## config.mk

```make
export PLATFORM = sky130hd
export DESIGN_NAME = bcb_bus_ctrl
export DESIGN_NICKNAME = d
export VERILOG_FILES = /design/src/core/bcb_pkg.sv /design/src/core/bcb_dec_if.sv /design/src/core/bcb_area_decode.sv /design/src/core/bcb_bus_ctrl.sv
export SDC_FILE = /design/constraint.sdc
export NUM_CORES = 1
export LEC_CHECK = 0
export ABC_AREA = 1
export BUFFER_PORTS_ARGS = -buffer_cell sky130_fd_sc_hd__buf_2
export CORE_UTILIZATION = 50
export DETAILED_ROUTE_END_ITERATION = 12
export PLACE_DENSITY_LB_ADDON = 0.25
export SLEW_MARGIN = 20
export SYNTH_ARGS = -nofsm -noshare
export SYNTH_HDL_FRONTEND = slang
export SYNTH_SLANG_ARGS = --single-unit
```

## constraint.sdc

```tcl
create_clock -name mclk -period 10.47 [get_ports mclk]
set_input_delay 1.047 -clock mclk [delete_from_list [all_inputs] [get_ports mclk]]
set_output_delay 1.047 -clock mclk [all_outputs]
set_load 0.005 [all_outputs]
```

## src/core/bcb_pkg.sv

```systemverilog
// constants and types shared by the external area controller
package bcb_pkg;

  // ==========================================================
  // register offsets (byte addresses on the register bus)
  localparam logic [7:0] OFS_CMN  = 8'h00;
  localparam logic [7:0] OFS_STAT = 8'h1C;
  // index 0 = area 0, 1 = card area 5, 2 = card area 6
  localparam logic [7:0] OFS_BCR [0:2] = '{8'h04, 8'h0C, 8'h14};
  localparam logic [7:0] OFS_WCR [0:2] = '{8'h08, 8'h10, 8'h18};

  // ==========================================================
  // field positions
  localparam int CMN_MAP_BIT = 0;
  localparam int CMN_BIG_BIT = 1;
  localparam int BCR_BWD_LSB = 0;
  localparam int BCR_TYP_LSB = 2;
  localparam int WCR_W_LSB   = 0;
  localparam int WCR_BWT_LSB = 4;
  localparam int WCR_HWT_LSB = 6;
  localparam int WCR_BST_BIT = 8;
  localparam int WCR_EDL_LSB = 9;
  localparam int WCR_EHL_LSB = 13;
  localparam int WCR_SPA_LSB = 17;

  // ==========================================================
  // reset values
  localparam logic [31:0] CMN_RST = 32'h0000_0000;
  localparam logic [31:0] BCR_RST = 32'h0000_0003;
  localparam logic [31:0] WCR_RST = 32'h0002_0000;

  // ==========================================================
  // encodings
  localparam logic [3:0] TYP_NORMAL  = 4'h0;
  localparam logic [3:0] TYP_BYTESEL = 4'h1;
  localparam logic [3:0] TYP_CARD    = 4'h5;
  localparam logic [3:0] TYP_SBURST  = 4'h7;
  localparam logic [1:0] BWD_8       = 2'h1;
  localparam logic [1:0] BWD_16      = 2'h2;
  localparam logic [1:0] BWD_32      = 2'h3;
  localparam logic [1:0] SZ_BYTE     = 2'h0;
  localparam logic [1:0] SZ_WORD     = 2'h1;
  localparam logic [1:0] SZ_LONG     = 2'h2;
  localparam logic [3:0] BLEN_16     = 4'h8;
  localparam logic [3:0] BLEN_32     = 4'h4;
  localparam logic [2:0] REG_AREA0   = 3'h0;
  localparam logic [2:0] REG_AREA5   = 3'h5;
  localparam logic [2:0] REG_AREA6   = 3'h6;

  typedef enum logic [2:0] {
    K_NONE, K_NORMAL, K_BYTESEL, K_CMEM, K_CIO, K_SBURST
  } bcb_kind_t;

endpackage

```

## src/core/bcb_dec_if.sv

```systemverilog
// address decode signals between the cycle engine and the decoder
`timescale 1ns/10ps
interface bcb_dec_if;
  logic [28:0]       addr;
  logic              is_write;
  logic              map_alt;
  logic [3:0]        typ [0:2];
  logic [1:0]        sa5;
  logic [1:0]        sa6;
  bcb_pkg::bcb_kind_t kind;
  logic [1:0]        area;
  modport decoder (input addr, is_write, map_alt, typ, sa5, sa6, output kind, area);
  modport user (output addr, is_write, map_alt, typ, sa5, sa6, input kind, area);
endinterface

```

## src/core/bcb_area_decode.sv

```systemverilog
// physical address to area and cycle kind
`timescale 1ns/10ps
module bcb_area_decode (
  bcb_dec_if.decoder d
);
  logic [2:0] region;
  logic       half;
  logic [1:0] spa;

  always_comb begin
    region = d.addr[28:26];
    half   = d.addr[25];
    spa    = (region == bcb_pkg::REG_AREA5) ? d.sa5 : d.sa6;
    d.area = 2'h0;
    d.kind = bcb_pkg::K_NONE;
    if (region == bcb_pkg::REG_AREA0) begin
      // burst type lives only in area 0; writes run as normal space
      if (d.typ[0] == bcb_pkg::TYP_SBURST) begin
        d.kind = d.is_write ? bcb_pkg::K_NORMAL : bcb_pkg::K_SBURST;
      end else if (d.typ[0] == bcb_pkg::TYP_BYTESEL) begin
        d.kind = bcb_pkg::K_BYTESEL;
      end else begin
        d.kind = bcb_pkg::K_NORMAL;
      end
    end else if (region == bcb_pkg::REG_AREA5 || region == bcb_pkg::REG_AREA6) begin
      d.area = (region == bcb_pkg::REG_AREA5) ? 2'h1 : 2'h2;
      if (d.map_alt && d.typ[d.area] == bcb_pkg::TYP_CARD) begin
        // spa bit set: memory card half, clear: io card half
        d.kind = spa[half] ? bcb_pkg::K_CMEM : bcb_pkg::K_CIO;
      end else begin
        d.kind = bcb_pkg::K_NORMAL;
      end
    end
  end
endmodule

```

## src/core/bcb_bus_ctrl.sv

```systemverilog
// byte-select sram, card and synchronous burst rom cycle engine
// What this block does
// - timing bit clear: writes like normal space, reads drive byte selects on strobes
// - timing bit set: byte selects span the cycle, read/write strobe times the write
// - card cycles on areas 5 and 6 only with alternate map and card type
// - two-bit field maps upper and lower half to memory or io card
// - common memory of card areas runs memory card cycles only in halves whose field bit is set
// - areas 5 and 6 use own setup and hold from own wait register in card cycles only
// - card cycles take software waits and external hardware wait
// - upper io halves of areas 5 and 6 give io card cycles
// - little endian, width sense high, word io to 16-bit area 6: two bytes
// - width sense sampled in io states when enable delay nonzero, turns upper enable off
// - synchronous burst rom only on area 0, else normal-space behaviour
// - first-access wait before first beat, burst wait before later beats
// - bus start and external wait only in first burst access
// - every burst rom read runs full burst, writes run normal timing
`timescale 1ns/10ps
module bcb_bus_ctrl (
  input  wire logic        mclk,
  input  wire logic        rstn,
  input  wire logic        ce,
  input  wire logic [7:0]  paddr,
  input  wire logic        psel,
  input  wire logic        penable,
  input  wire logic        pwrite,
  input  wire logic [31:0] pwdata,
  output logic      [31:0] prdata,
  output logic             pready,
  output logic             pslverr,
  input  wire logic        req_valid,
  input  wire logic [28:0] req_addr,
  input  wire logic        req_write,
  input  wire logic [1:0]  req_size,
  input  wire logic [31:0] req_wdata,
  output logic             req_done,
  output logic             req_err,
  output logic      [31:0] req_rdata,
  output logic      [25:0] ext_addr,
  output logic             area0_sel_n,
  output logic             area5_sel_n,
  output logic             area6_sel_n,
  output logic             bus_start_n,
  output logic             rd_n,
  output logic             rd_wr_n,
  output logic      [3:0]  byte_lane_strobe_n,
  output logic             card_enable_n,
  output logic             upper_card_enable_n,
  output logic             io_rd_n,
  output logic             io_wr_n,
  output logic      [31:0] data_out,
  output logic             data_oe,
  input  wire logic [31:0] data_in,
  input  wire logic        wait_n,
  input  wire logic        io_width_sense
);

  typedef enum logic [2:0] {ST_IDLE, ST_SETUP, ST_ACC, ST_HOLD, ST_DONE} bcb_state_t;

  // ==========================================================
  // pin synchronisers
  logic        wait_s1, wait_s2, iow_s1, iow_s2;
  logic [31:0] din_s1, din_s2;

  always_ff @(posedge mclk or negedge rstn) begin
    if (!rstn) begin
      wait_s1 <= 1'b1;
      wait_s2 <= 1'b1;
      iow_s1  <= 1'b0;
      iow_s2  <= 1'b0;
      din_s1  <= 32'h0000_0000;
      din_s2  <= 32'h0000_0000;
    end else if (ce) begin
      wait_s1 <= wait_n;
      wait_s2 <= wait_s1;
      iow_s1  <= io_width_sense;
      iow_s2  <= iow_s1;
      din_s1  <= data_in;
      din_s2  <= din_s1;
    end
  end

  // ==========================================================
  // register file
  logic [31:0] cmn_reg, cmn_next;
  logic [31:0] bcr_reg [0:2];
  logic [31:0] bcr_next [0:2];
  logic [31:0] wcr_reg [0:2];
  logic [31:0] wcr_next [0:2];
  logic [31:0] prdata_next, rd_val;
  logic        pready_next, pslverr_next, apb_hit, wr_go;
  logic [7:0]  status;

  assign wr_go = psel & penable & pready & pwrite;

  for (genvar i = 0; i < 3; i++) begin : g_area
    assign bcr_next[i] = (wr_go && paddr == bcb_pkg::OFS_BCR[i]) ? pwdata : bcr_reg[i];
    assign wcr_next[i] = (wr_go && paddr == bcb_pkg::OFS_WCR[i]) ? pwdata : wcr_reg[i];
    always_ff @(posedge mclk or negedge rstn) begin
      if (!rstn) begin
        bcr_reg[i] <= bcb_pkg::BCR_RST;
        wcr_reg[i] <= bcb_pkg::WCR_RST;
      end else if (ce) begin
        bcr_reg[i] <= bcr_next[i];
        wcr_reg[i] <= wcr_next[i];
      end
    end
  end

  always_comb begin
    apb_hit = 1'b1;
    rd_val  = 32'h0000_0000;
    if (paddr == bcb_pkg::OFS_CMN) begin
      rd_val = cmn_reg;
    end else if (paddr == bcb_pkg::OFS_STAT) begin
      rd_val = {24'h00_0000, status};
    end else if (paddr == bcb_pkg::OFS_BCR[0]) begin
      rd_val = bcr_reg[0];
    end else if (paddr == bcb_pkg::OFS_WCR[0]) begin
      rd_val = wcr_reg[0];
    end else if (paddr == bcb_pkg::OFS_BCR[1]) begin
      rd_val = bcr_reg[1];
    end else if (paddr == bcb_pkg::OFS_WCR[1]) begin
      rd_val = wcr_reg[1];
    end else if (paddr == bcb_pkg::OFS_BCR[2]) begin
      rd_val = bcr_reg[2];
    end else if (paddr == bcb_pkg::OFS_WCR[2]) begin
      rd_val = wcr_reg[2];
    end else begin
      apb_hit = 1'b0;
    end
    cmn_next = (wr_go && paddr == bcb_pkg::OFS_CMN) ? pwdata : cmn_reg;
    // one wait state so that read data comes from a flop
    pready_next  = psel & penable & ~pready;
    prdata_next  = pready_next ? rd_val : 32'h0000_0000;
    pslverr_next = pready_next & ~apb_hit;
  end

  always_ff @(posedge mclk or negedge rstn) begin
    if (!rstn) begin
      cmn_reg <= bcb_pkg::CMN_RST;
      pready  <= 1'b0;
      prdata  <= 32'h0000_0000;
      pslverr <= 1'b0;
    end else if (ce) begin
      cmn_reg <= cmn_next;
      pready  <= pready_next;
      prdata  <= prdata_next;
      pslverr <= pslverr_next;
    end
  end

  // ==========================================================
  // address decode
  bcb_dec_if dec ();
  bcb_area_decode u_dec (.d(dec.decoder));

  assign dec.addr     = req_addr;
  assign dec.is_write = req_write;
  assign dec.map_alt  = cmn_reg[bcb_pkg::CMN_MAP_BIT];
  assign dec.typ[0]   = bcr_reg[0][bcb_pkg::BCR_TYP_LSB +: 4];
  assign dec.typ[1]   = bcr_reg[1][bcb_pkg::BCR_TYP_LSB +: 4];
  assign dec.typ[2]   = bcr_reg[2][bcb_pkg::BCR_TYP_LSB +: 4];
  assign dec.sa5      = wcr_reg[1][bcb_pkg::WCR_SPA_LSB +: 2];
  assign dec.sa6      = wcr_reg[2][bcb_pkg::WCR_SPA_LSB +: 2];

  // ==========================================================
  // cycle engine
  bcb_state_t         st_reg, st_next;
  bcb_pkg::bcb_kind_t kind_reg, kind_next;
  logic [1:0]  area_reg, area_next, size_reg, size_next;
  logic [28:0] addr_reg, addr_next;
  logic        wr_reg, wr_next, bmode_reg, bmode_next;
  logic [31:0] wdata_reg, wdata_next, rdata_next;
  logic [3:0]  cnt_reg, cnt_next, beat_reg, beat_next;
  logic [3:0]  beats_reg, beats_next, beat_inc;
  logic        done_next, err_next, card, last;
  logic [31:0] wcr_cur;
  logic [1:0]  bwd_cur, bwd_eff, bwd_new;
  logic [3:0]  f_w, f_edl, f_ehl;
  logic [1:0]  f_bwt, f_hwt;
  logic        f_bst, big;

  always_comb begin
    wcr_cur = wcr_reg[area_reg];
    bwd_cur = bcr_reg[area_reg][bcb_pkg::BCR_BWD_LSB +: 2];
    f_w     = wcr_cur[bcb_pkg::WCR_W_LSB +: 4];
    f_bwt   = wcr_cur[bcb_pkg::WCR_BWT_LSB +: 2];
    f_hwt   = wcr_cur[bcb_pkg::WCR_HWT_LSB +: 2];
    f_bst   = wcr_cur[bcb_pkg::WCR_BST_BIT];
    f_edl   = wcr_cur[bcb_pkg::WCR_EDL_LSB +: 4];
    f_ehl   = wcr_cur[bcb_pkg::WCR_EHL_LSB +: 4];
    big     = cmn_reg[bcb_pkg::CMN_BIG_BIT];
    card    = (kind_reg == bcb_pkg::K_CMEM) || (kind_reg == bcb_pkg::K_CIO);
    bwd_eff = bmode_reg ? bcb_pkg::BWD_8 : bwd_cur;
    bwd_new = bcr_reg[dec.area][bcb_pkg::BCR_BWD_LSB +: 2];
    beat_inc = 4'(beat_reg + 4'h1);
    last     = (beat_inc >= beats_reg);
    st_next    = st_reg;
    kind_next  = kind_reg;
    area_next  = area_reg;
    size_next  = size_reg;
    addr_next  = addr_reg;
    wr_next    = wr_reg;
    wdata_next = wdata_reg;
    rdata_next = req_rdata;
    cnt_next   = cnt_reg;
    beat_next  = beat_reg;
    beats_next = beats_reg;
    bmode_next = bmode_reg;
    done_next  = 1'b0;
    err_next   = req_err;
    case (st_reg)
      ST_IDLE: begin
        if (req_valid) begin
          kind_next  = dec.kind;
          area_next  = dec.area;
          addr_next  = req_addr;
          wr_next    = req_write;
          size_next  = req_size;
          wdata_next = req_wdata;
          rdata_next = 32'h0000_0000;
          beat_next  = 4'h0;
          bmode_next = 1'b0;
          err_next   = (dec.kind == bcb_pkg::K_NONE);
          cnt_next   = 4'h0;
          if (dec.kind == bcb_pkg::K_NONE) begin
            st_next = ST_DONE;
          end else begin
            st_next = ST_SETUP;
            if (dec.kind == bcb_pkg::K_CMEM || dec.kind == bcb_pkg::K_CIO) begin
              cnt_next = wcr_reg[dec.area][bcb_pkg::WCR_EDL_LSB +: 4];
            end
          end
          if (dec.kind == bcb_pkg::K_SBURST) begin
            // whole burst even for one word, extra beats dropped
            beats_next = (bwd_new == bcb_pkg::BWD_32) ? bcb_pkg::BLEN_32
                                                      : bcb_pkg::BLEN_16;
          end else if (bwd_new == bcb_pkg::BWD_8) begin
            beats_next = (req_size == bcb_pkg::SZ_LONG) ? 4'h4
                       : (req_size == bcb_pkg::SZ_WORD) ? 4'h2 : 4'h1;
          end else if (bwd_new == bcb_pkg::BWD_16 && req_size == bcb_pkg::SZ_LONG) begin
            beats_next = 4'h2;
          end else begin
            beats_next = 4'h1;
          end
        end
      end
      ST_SETUP: begin
        if (cnt_reg != 4'h0) begin
          cnt_next = 4'(cnt_reg - 4'h1);
        end else begin
          st_next  = ST_ACC;
          cnt_next = f_w;
        end
      end
      ST_ACC: begin
        if (cnt_reg != 4'h0) begin
          cnt_next = 4'(cnt_reg - 4'h1);
        end else if (!wait_s2 && (kind_reg != bcb_pkg::K_SBURST || beat_reg == 4'h0)) begin
          st_next = ST_ACC;
        end else begin
          if (!wr_reg && beat_reg < 4'h4) begin
            if (bwd_eff == bcb_pkg::BWD_8) begin
              rdata_next[{beat_reg[1:0], 3'b000} +: 8] = din_s2[7:0];
            end else if (bwd_eff == bcb_pkg::BWD_16 && beat_reg < 4'h2) begin
              rdata_next[{beat_reg[0], 4'h0} +: 16] = din_s2[15:0];
            end else if (beat_reg == 4'h0) begin
              rdata_next = din_s2;
            end
          end
          if (kind_reg == bcb_pkg::K_SBURST && !last) begin
            beat_next = beat_inc;
            cnt_next  = {2'b00, f_bwt};
          end else begin
            st_next  = ST_HOLD;
            cnt_next = card ? f_ehl :
                       (kind_reg == bcb_pkg::K_BYTESEL && f_bst) ? {2'b00, f_hwt} : 4'h0;
          end
        end
        // io states: width sense narrows a word cycle to two bytes
        if (kind_reg == bcb_pkg::K_CIO && area_reg == 2'h2 && f_edl != 4'h0 &&
            !big && size_reg == bcb_pkg::SZ_WORD && bwd_cur == bcb_pkg::BWD_16 &&
            beat_reg == 4'h0 && iow_s2) begin
          bmode_next = 1'b1;
          beats_next = 4'h2;
        end
      end
      ST_HOLD: begin
        if (cnt_reg != 4'h0) begin
          cnt_next = 4'(cnt_reg - 4'h1);
        end else if (!last) begin
          beat_next = beat_inc;
          st_next   = ST_SETUP;
          cnt_next  = card ? f_edl : 4'h0;
        end else begin
          st_next = ST_DONE;
        end
      end
      default: begin
        st_next = ST_IDLE;
      end
    endcase
    done_next = (st_next == ST_DONE);
  end

  // ==========================================================
  // pin values, computed from the next state so pins match it
  logic        act, acc, stb_on, bst_set;
  logic [3:0]  lanes;
  logic [1:0]  bwd_pin;
  logic [4:0]  sh_bits;
  logic [25:0] ext_addr_next, beat_ofs;
  logic        a0_n_next, a5_n_next, a6_n_next, bgn_n_next, rd_n_next, rw_n_next;
  logic        ce1_n_next, ceu_n_next, iord_n_next, iowr_n_next, doe_next;
  logic [3:0]  bls_n_next;
  logic [31:0] dout_next;

  always_comb begin
    act     = (st_next == ST_SETUP) || (st_next == ST_ACC) || (st_next == ST_HOLD);
    acc     = (st_next == ST_ACC);
    bst_set = wcr_reg[area_next][bcb_pkg::WCR_BST_BIT];
    bwd_pin = bmode_next ? bcb_pkg::BWD_8 : bcr_reg[area_next][bcb_pkg::BCR_BWD_LSB +: 2];
    sh_bits = 5'h00;
    beat_ofs = 26'(beat_next);
    lanes   = 4'b1111;
    if (bwd_pin == bcb_pkg::BWD_8) begin
      lanes   = 4'b0001;
      sh_bits = {beat_next[1:0], 3'b000};
    end else if (bwd_pin == bcb_pkg::BWD_16) begin
      lanes    = (size_next == bcb_pkg::SZ_BYTE) ? (addr_next[0] ? 4'b0010 : 4'b0001)
                                                 : 4'b0011;
      sh_bits  = {beat_next[0], 4'h0};
      beat_ofs = 26'(beat_ofs << 1);
    end else begin
      if (size_next == bcb_pkg::SZ_BYTE) begin
        lanes = 4'(4'b0001 << addr_next[1:0]);
      end else if (size_next == bcb_pkg::SZ_WORD) begin
        lanes = addr_next[1] ? 4'b1100 : 4'b0011;
      end
      beat_ofs = 26'(beat_ofs << 2);
    end
    ext_addr_next = 26'(addr_next[25:0] + beat_ofs);
    a0_n_next = !(act && area_next == 2'h0);
    a5_n_next = !(act && area_next == 2'h1);
    a6_n_next = !(act && area_next == 2'h2);
    // a burst raises bus start only on its first beat
    bgn_n_next = !(acc && beat_next == 4'h0);
    rd_n_next = !(acc && !wr_next && kind_next != bcb_pkg::K_CIO);
    iord_n_next = !(acc && !wr_next && kind_next == bcb_pkg::K_CIO);
    iowr_n_next = !(acc && wr_next && kind_next == bcb_pkg::K_CIO);
    ce1_n_next  = !(act && (kind_next == bcb_pkg::K_CMEM || kind_next == bcb_pkg::K_CIO));
    ceu_n_next  = ce1_n_next || (bwd_pin != bcb_pkg::BWD_16);
    if (kind_next == bcb_pkg::K_BYTESEL && bst_set) begin
      // strobe pin then times the write, byte selects span the cycle
      rw_n_next = !(acc && wr_next);
      stb_on    = act;
    end else if (kind_next == bcb_pkg::K_BYTESEL) begin
      rw_n_next = !(act && wr_next);
      stb_on    = acc;
    end else begin
      rw_n_next = !(act && wr_next);
      stb_on    = acc && wr_next && kind_next != bcb_pkg::K_CIO;
    end
    bls_n_next = stb_on ? ~lanes : 4'b1111;
    doe_next   = act && wr_next;
    dout_next  = doe_next ? (wdata_next >> sh_bits) : 32'h0000_0000;
  end

  assign status = {bmode_reg, kind_reg, area_reg, 1'b0, st_reg != ST_IDLE};

  always_ff @(posedge mclk or negedge rstn) begin
    if (!rstn) begin
      st_reg              <= ST_IDLE;
      kind_reg            <= bcb_pkg::K_NONE;
      area_reg            <= 2'h0;
      size_reg            <= 2'h0;
      addr_reg            <= 29'h0000_0000;
      wr_reg              <= 1'b0;
      wdata_reg           <= 32'h0000_0000;
      cnt_reg             <= 4'h0;
      beat_reg            <= 4'h0;
      beats_reg           <= 4'h1;
      bmode_reg           <= 1'b0;
      req_done            <= 1'b0;
      req_err             <= 1'b0;
      req_rdata           <= 32'h0000_0000;
      ext_addr            <= 26'h000_0000;
      area0_sel_n         <= 1'b1;
      area5_sel_n         <= 1'b1;
      area6_sel_n         <= 1'b1;
      bus_start_n         <= 1'b1;
      rd_n                <= 1'b1;
      rd_wr_n             <= 1'b1;
      byte_lane_strobe_n  <= 4'hF;
      card_enable_n       <= 1'b1;
      upper_card_enable_n <= 1'b1;
      io_rd_n             <= 1'b1;
      io_wr_n             <= 1'b1;
      data_out            <= 32'h0000_0000;
      data_oe             <= 1'b0;
    end else if (ce) begin
      st_reg              <= st_next;
      kind_reg            <= kind_next;
      area_reg            <= area_next;
      size_reg            <= size_next;
      addr_reg            <= addr_next;
      wr_reg              <= wr_next;
      wdata_reg           <= wdata_next;
      cnt_reg             <= cnt_next;
      beat_reg            <= beat_next;
      beats_reg           <= beats_next;
      bmode_reg           <= bmode_next;
      req_done            <= done_next;
      req_err             <= err_next;
      req_rdata           <= rdata_next;
      ext_addr            <= ext_addr_next;
      area0_sel_n         <= a0_n_next;
      area5_sel_n         <= a5_n_next;
      area6_sel_n         <= a6_n_next;
      bus_start_n         <= bgn_n_next;
      rd_n                <= rd_n_next;
      rd_wr_n             <= rw_n_next;
      byte_lane_strobe_n  <= bls_n_next;
      card_enable_n       <= ce1_n_next;
      upper_card_enable_n <= ceu_n_next;
      io_rd_n             <= iord_n_next;
      io_wr_n             <= iowr_n_next;
      data_out            <= dout_next;
      data_oe             <= doe_next;
    end
  end

endmodule

```

* Word level (Yosys, flattened, before mapping)
Cells that the tools add are included.
** Operators by class
- Add/sub/neg operators :: 5
- $lt $le $gt $ge :: 8
- Equality and inequality tests :: 55
- Shift-type cells :: 6
- Mux-type cells :: 132
- Bitwise operators :: 12
- Reductions and logical operators :: 81
** Operators by type and width (number)
- $mux 32 :: 19
- $bmux 32 s2 :: 6
- $mux 4 :: 29
- $bwmux 32 :: 2
- $pmux 32 s2 :: 1
- $mux 3 :: 18
- $mux 26 :: 2
- $mux 2 :: 22
- $logic_and 1x1->1 :: 34
- $mux 17 :: 2
- $eq 8x5->1 const B :: 4
- $shift 16x7->32 const A :: 1
- $shift 8x7->32 const A :: 1
- $shiftx 16x7->32 :: 1
- $shiftx 8x7->32 :: 1
- $shr 32x5->32 :: 1
- $eq 3x2->1 const B :: 9
- $add 26x26->26 :: 1
- $mux 13 :: 2
- $eq 3x3->1 const B :: 8
- $mux 9 :: 2
- $mux 1 :: 17
- $eq 2x2->1 const B :: 8
- $eq 8x4->1 const B :: 2
- 43 further kinds :: 106
** Word-level totals
- Register bits after elaboration :: 515
- Input bits :: 145
- Output and inout port bits :: 141
- Logic and storage cells :: 343

* Depth between registers and ports, before layout
- Depth after elaboration :: 21
- Depth in mapped cells :: 32
- Gate-level depth less buffers :: 32

* Modules after synthesis
Synthesis repeated with hierarchy kept, for this count alone.
** Second synthesis, totals
- Cell total of the unflattened synthesis :: 3051
- Area total of the unflattened synthesis :: 24875.1 um^2
** Modules (own cells, without submodules)
- bcb_bus_ctrl :: instances 1, cells an instance 3001, area an instance 24643.6 um^2, seq. area each 12919.9 um^2
- bcb_area_decode :: instances 1, cells an instance 50, area an instance 231.5 um^2, seq. area each 0.0 um^2

* Least setup slack after synthesis
OpenSTA, ideal clock, no wires.
- Kind :: register to register
- Start :: register beat_reg[0]
- End :: register ext_addr[20]
- Setup time :: 0.118 ns
- Arrival time :: 4.319 ns
- Data required time :: 10.352 ns
- Setup slack :: 6.034 ns
- Cell stages (with the launch flop) :: 27
- Path buffers :: 2
- Period minus slack after synthesis :: 4.436 ns
- Path through :: dfrtp_1 -> inv_1 -> clkbuf_1 -> ha_1 -> ha_1 -> nand2_1 -> nand2_1 -> nand2_1 -> nand3_1 -> nor2_2 -> nand4_1 -> nand3_1 -> nand3_2 -> buf_2 -> o21ai_0 -> a21oi_1 -> ha_1 -> nand3_1 -> nand3_1 -> a31oi_1 -> nor2_4 -> nand2_2 -> nor3_4 -> nand4_1 -> or2_0 -> nand3_1 -> nand2_1
** Between the ends
- Longest elaborated chain between the ends :: 11
- Elaborated cells between the ends (all ways) :: 24
- Classes of those cells :: 2 x add/sub; 1 x order compare; 2 x eq/ne; 12 x mux; 7 x reduce/logical
** RTL lines
- start: declaration :: line bcb_bus_ctrl.sv:174 : logic [3:0] cnt_reg, cnt_next, beat_reg, beat_next;
- start signal: assignment :: line bcb_bus_ctrl.sv:410 : beat_reg <= beat_next;
- $add 4x1->4 :: line bcb_bus_ctrl.sv:196 : beat_inc = 4'(beat_reg + 4'h1);
- $ge 4x4->1 :: line bcb_bus_ctrl.sv:197 : last = (beat_inc >= beats_reg);
- $logic_not 1->1
- $logic_and 1x1->1 :: line bcb_bus_ctrl.sv:271 : if (kind_reg == bcb_pkg::K_SBURST && !last) begin
- $mux 4 :: line bcb_bus_ctrl.sv:271
- $mux 4 :: line bcb_bus_ctrl.sv:259 : end else if (!wait_s2 && (kind_reg != bcb_pkg::K_SBURST || beat_reg == 4'h0)) begin
- $mux 4 :: line bcb_bus_ctrl.sv:257 : if (cnt_reg != 4'h0) begin
- $pmux 4 s3 :: line bcb_bus_ctrl.sv:212 : case (st_reg)
- $mux 6 :: line bcb_bus_ctrl.sv:329 : end else if (bwd_pin == bcb_pkg::BWD_16) begin
- $mux 6 (*) :: line bcb_bus_ctrl.sv:326 : if (bwd_pin == bcb_pkg::BWD_8) begin
- $add 26x26->26 (*) :: line bcb_bus_ctrl.sv:342 : ext_addr_next = 26'(addr_next[25:0] + beat_ofs);
- end signal: assignment :: line bcb_bus_ctrl.sv:416 : ext_addr <= ext_addr_next;
- end: declaration :: line bcb_bus_ctrl.sv:38 : output logic [25:0] ext_addr,
Mark *: on every way between the ends. The rest lies on a longest branch, timed or not.
A chain may end at the register's enable or synchronous reset.

* Final worst setup path
- Start :: register beat_reg[0]
- End :: register ext_addr[18]
Same word-level chain as after synthesis.

==> reports/metrics.cfg <==
[placed_design]
gp_congestion=0.951
dpl_worst_slack_ps=4940
post-dp-hpwl_mm=52.1
io_buffers=285
placed_area_um2=27000

[setup_path]
r2r-end=ext_addr[18]$_DFFE_PN0P_
crit_path_start_kind=register
cp_common_cell=nand2_1
cp_max_fo=41
path_class=reg -> reg
r2r_cells=27
required_ps=10950
cp_num_buf_inv=2
critical-path-top-delay-family=simple AND/OR/NAND/NOR gates
worst-endpoint-arrival_ps=6120
r2r-start=beat_reg[0]$_DFFE_PN0P_
cpMaxStageDelayCell=dfrtp_1
slowest_delay_ps=550
worstSetupEndpointType=register
r2r_slack_ps=4830

[routing]
vias=22800
drt.antenna.violating_nets=0
wl_per_cell_um=18.4
first_pass_iters=7
wl_mm=75.9
vias_per_cell=5.53
drcViolationCount=0
drt_first_iter_violations=2459

[clock_network]
path_clk_slew_ps=60
cts-resized-gates=0
h-tree-depth=2
cts_max_path_buffers=3
numCtsBuffers=56
clock_latency_ps=610
cts_sinks=515
cts_root_buf=clkbuf_16
cts_tree=done
postCtsHoldBufs=0
postCtsSetupRepairBufs=0

[final_layout]
n_fill_cell=4538
area_delta_synth_final_pct=15.4
fin_area_um2=29100
multi_input_area_um2=10500
final_common_cell=nand2_1
nets=3575
postLayoutCoreUtil_pct=58.9
layout_common_cells=nand2_1, dfrtp_1, o21ai_0, buf_2, inv_1
largest_reg_flops=96
area.sequential_um2=12900
drive_gt1_share_pct=14.9

[timing]
rsz0062_at_grt=false
max_freq_ghz=0.177
timing.setup.tns_ps=0
fin_worst_skew_ps=15.5
finalWorstSetupSlack_ps=4830
period_share_pct=53.8
relSlewSlack_pct=28.8
worst_slew_pin_slew_ps=1070
setup_viol=0
hold_viol=0
finalMaxSlewViolations=0
min_period_ps=5640

[run_status]
status=complete, no violations

[floorplan]
fp.dieH_um=227
fp.dieArea_um2=51300
core_area_um2=49400
start_util_pct=51.1
dieWidth_um=227
io_pins=286
rows=81

[logic_synthesis]
synthArstFlopShare_pct=100
ys.flop_type=dfrtp_1
ys_ff_latch=515
syn_inst=3191
synthesis.area_um2=25200
syn_area_per_cell_um2=7.90
synth_edf_count=0
yosys_warnings=0
syn_nets=3356
yosysSeqAreaShare_pct=51.3
synth.distinct_cells=65

[pwr]
powerDensity_nw_per_um2=235
finalPower_mw=6.83
ir_worst_vdd_uv=138
p_leak_nw=14.8

[global_route]
grt_remaining_overflow=0
antenna_found_initial=3
grt_use_total_pct=29.8
grt_pass1_vias=21900
grt_first_pass_wirelength_mm=120
grt_max_degree=156

[job]
drv_cap=0

[min_path]
worstHoldPathType=in -> async

[synth_stat cells, drive strengths merged (2+ instances only)]
cell type / instances / area [um^2]
o21a: 3 / 22.5
o221ai: 7 / 61.3
nor2: 112 / 503
buf: 36 / 254
o21bai: 3 / 22.5
o211ai: 25 / 193
nand2: 1181 / 4520
a31oi: 6 / 37.5
o21ai: 538 / 2780
nor3: 22 / 149
a21o: 8 / 60.1
nand4: 14 / 87.6
or2: 7 / 43.8
clkinv: 2 / 7.51
a21oi: 104 / 524
a221oi: 14 / 123
clkbuf: 116 / 435
nand3: 99 / 531
inv: 283 / 1070
ha: 19 / 238
dfstp: 26 / 683
o2111ai: 11 / 96.3
xor2: 9 / 78.8
a211oi: 3 / 22.5
a22oi: 20 / 150
o22ai: 9 / 56.3
a32oi: 3 / 26.3
nor4: 7 / 56.3
nand3b: 4 / 30.0
xnor2: 2 / 17.5
dfrtp: 489 / 12200
[how the worst max path moves through the flow]
stage	depth (start not counted)	end	startpoint
6_report	27	ext_addr[18]$_DFFE_PN0P_	beat_reg[0]$_DFFE_PN0P_
5_1_grt	27	ext_addr[18]$_DFFE_PN0P_	beat_reg[0]$_DFFE_PN0P_
4_1_cts	27	ext_addr[18]$_DFFE_PN0P_	beat_reg[0]$_DFFE_PN0P_
3_5_place_dp	27	ext_addr[18]$_DFFE_PN0P_	beat_reg[0]$_DFFE_PN0P_
3_3_place_gp	27	ext_addr[22]$_DFFE_PN0P_	beat_reg[0]$_DFFE_PN0P_
2_1_floorplan	26	ext_addr[20]$_DFFE_PN0P_	beat_reg[0]$_DFFE_PN0P_
[per-layer routing]
layer	wire [um]	GRT usage, %
met1	33500	42.0
met2	34700	47.3
met3	5360	4.42
met4	2320	9.81
met5	0	0
[per-stage QoR]
step / cells / hold slack [ps]
after CTS: 4118 / 465
after detailed placement: 4015 / 460
final: 4121 / 429
after global placement: 4015 / 455
after global routing: 4120 / 487
after floorplan: 3191 / 442
[area by class of cell]
type / instances / area share, %
flip-flops and latches: 515 / 44.4
multi-input cells: 2239 / 36.2
clock buffers: 87 / 5.85
repair buffers: 313 / 5.79
inverters: 285 / 3.72
well taps: 664 / 2.86
clock inverters: 16 / 1.11
diodes: 2 / 0.0172
[kinds of logic (layout without fill, tap and decap cells)]
kind of cell | count (synthesis) | count (layout) | synth area share (%)
other cells | 0 | 2 | 0
fa+ha+maj | 20 | 20 | 1.02
xor+xnor | 11 | 11 | 0.382
compound gates | 759 | 759 | 16.7
buf+inv | 437 | 701 | 7.01
flops | 515 | 515 | 51.3
simple gates | 1449 | 1449 | 23.6
[power by group]
| group | internal [mW] | leakage, nW | switching (mW) |
|---|---|---|---|
| clock | 1.33 | 0.988 | 0.819 |
| combinational | 0.687 | 6.99 | 1.44 |
| sequential | 2.33 | 6.82 | 0.217 |
| total | 4.35 | 14.8 | 2.48 |
[worst register-to-register path, stage by stage, from the launching register on]
cell and delay (ps):
dfrtp_1 550, inv_1 320, ha_1 440, ha_1 320
nand2_1 70, nand2_1 50, nand2_1 50, nand3_1 120
nor2_2 360, nand3_2 230, nand2_1 110, nand3_1 110
nand3_2 290, nand2_4 330, inv_2 260, ha_1 240
fa_1 230, nand3_1 90, nand3_1 120, a31oi_1 180
nor2_4 210, nand2_2 100, nor3_4 190, nand2_1 130
nor2_2 150, nand2_1 100, nand2_1 100, o21ai_1 70
Power figures use the tool's default switching activity.
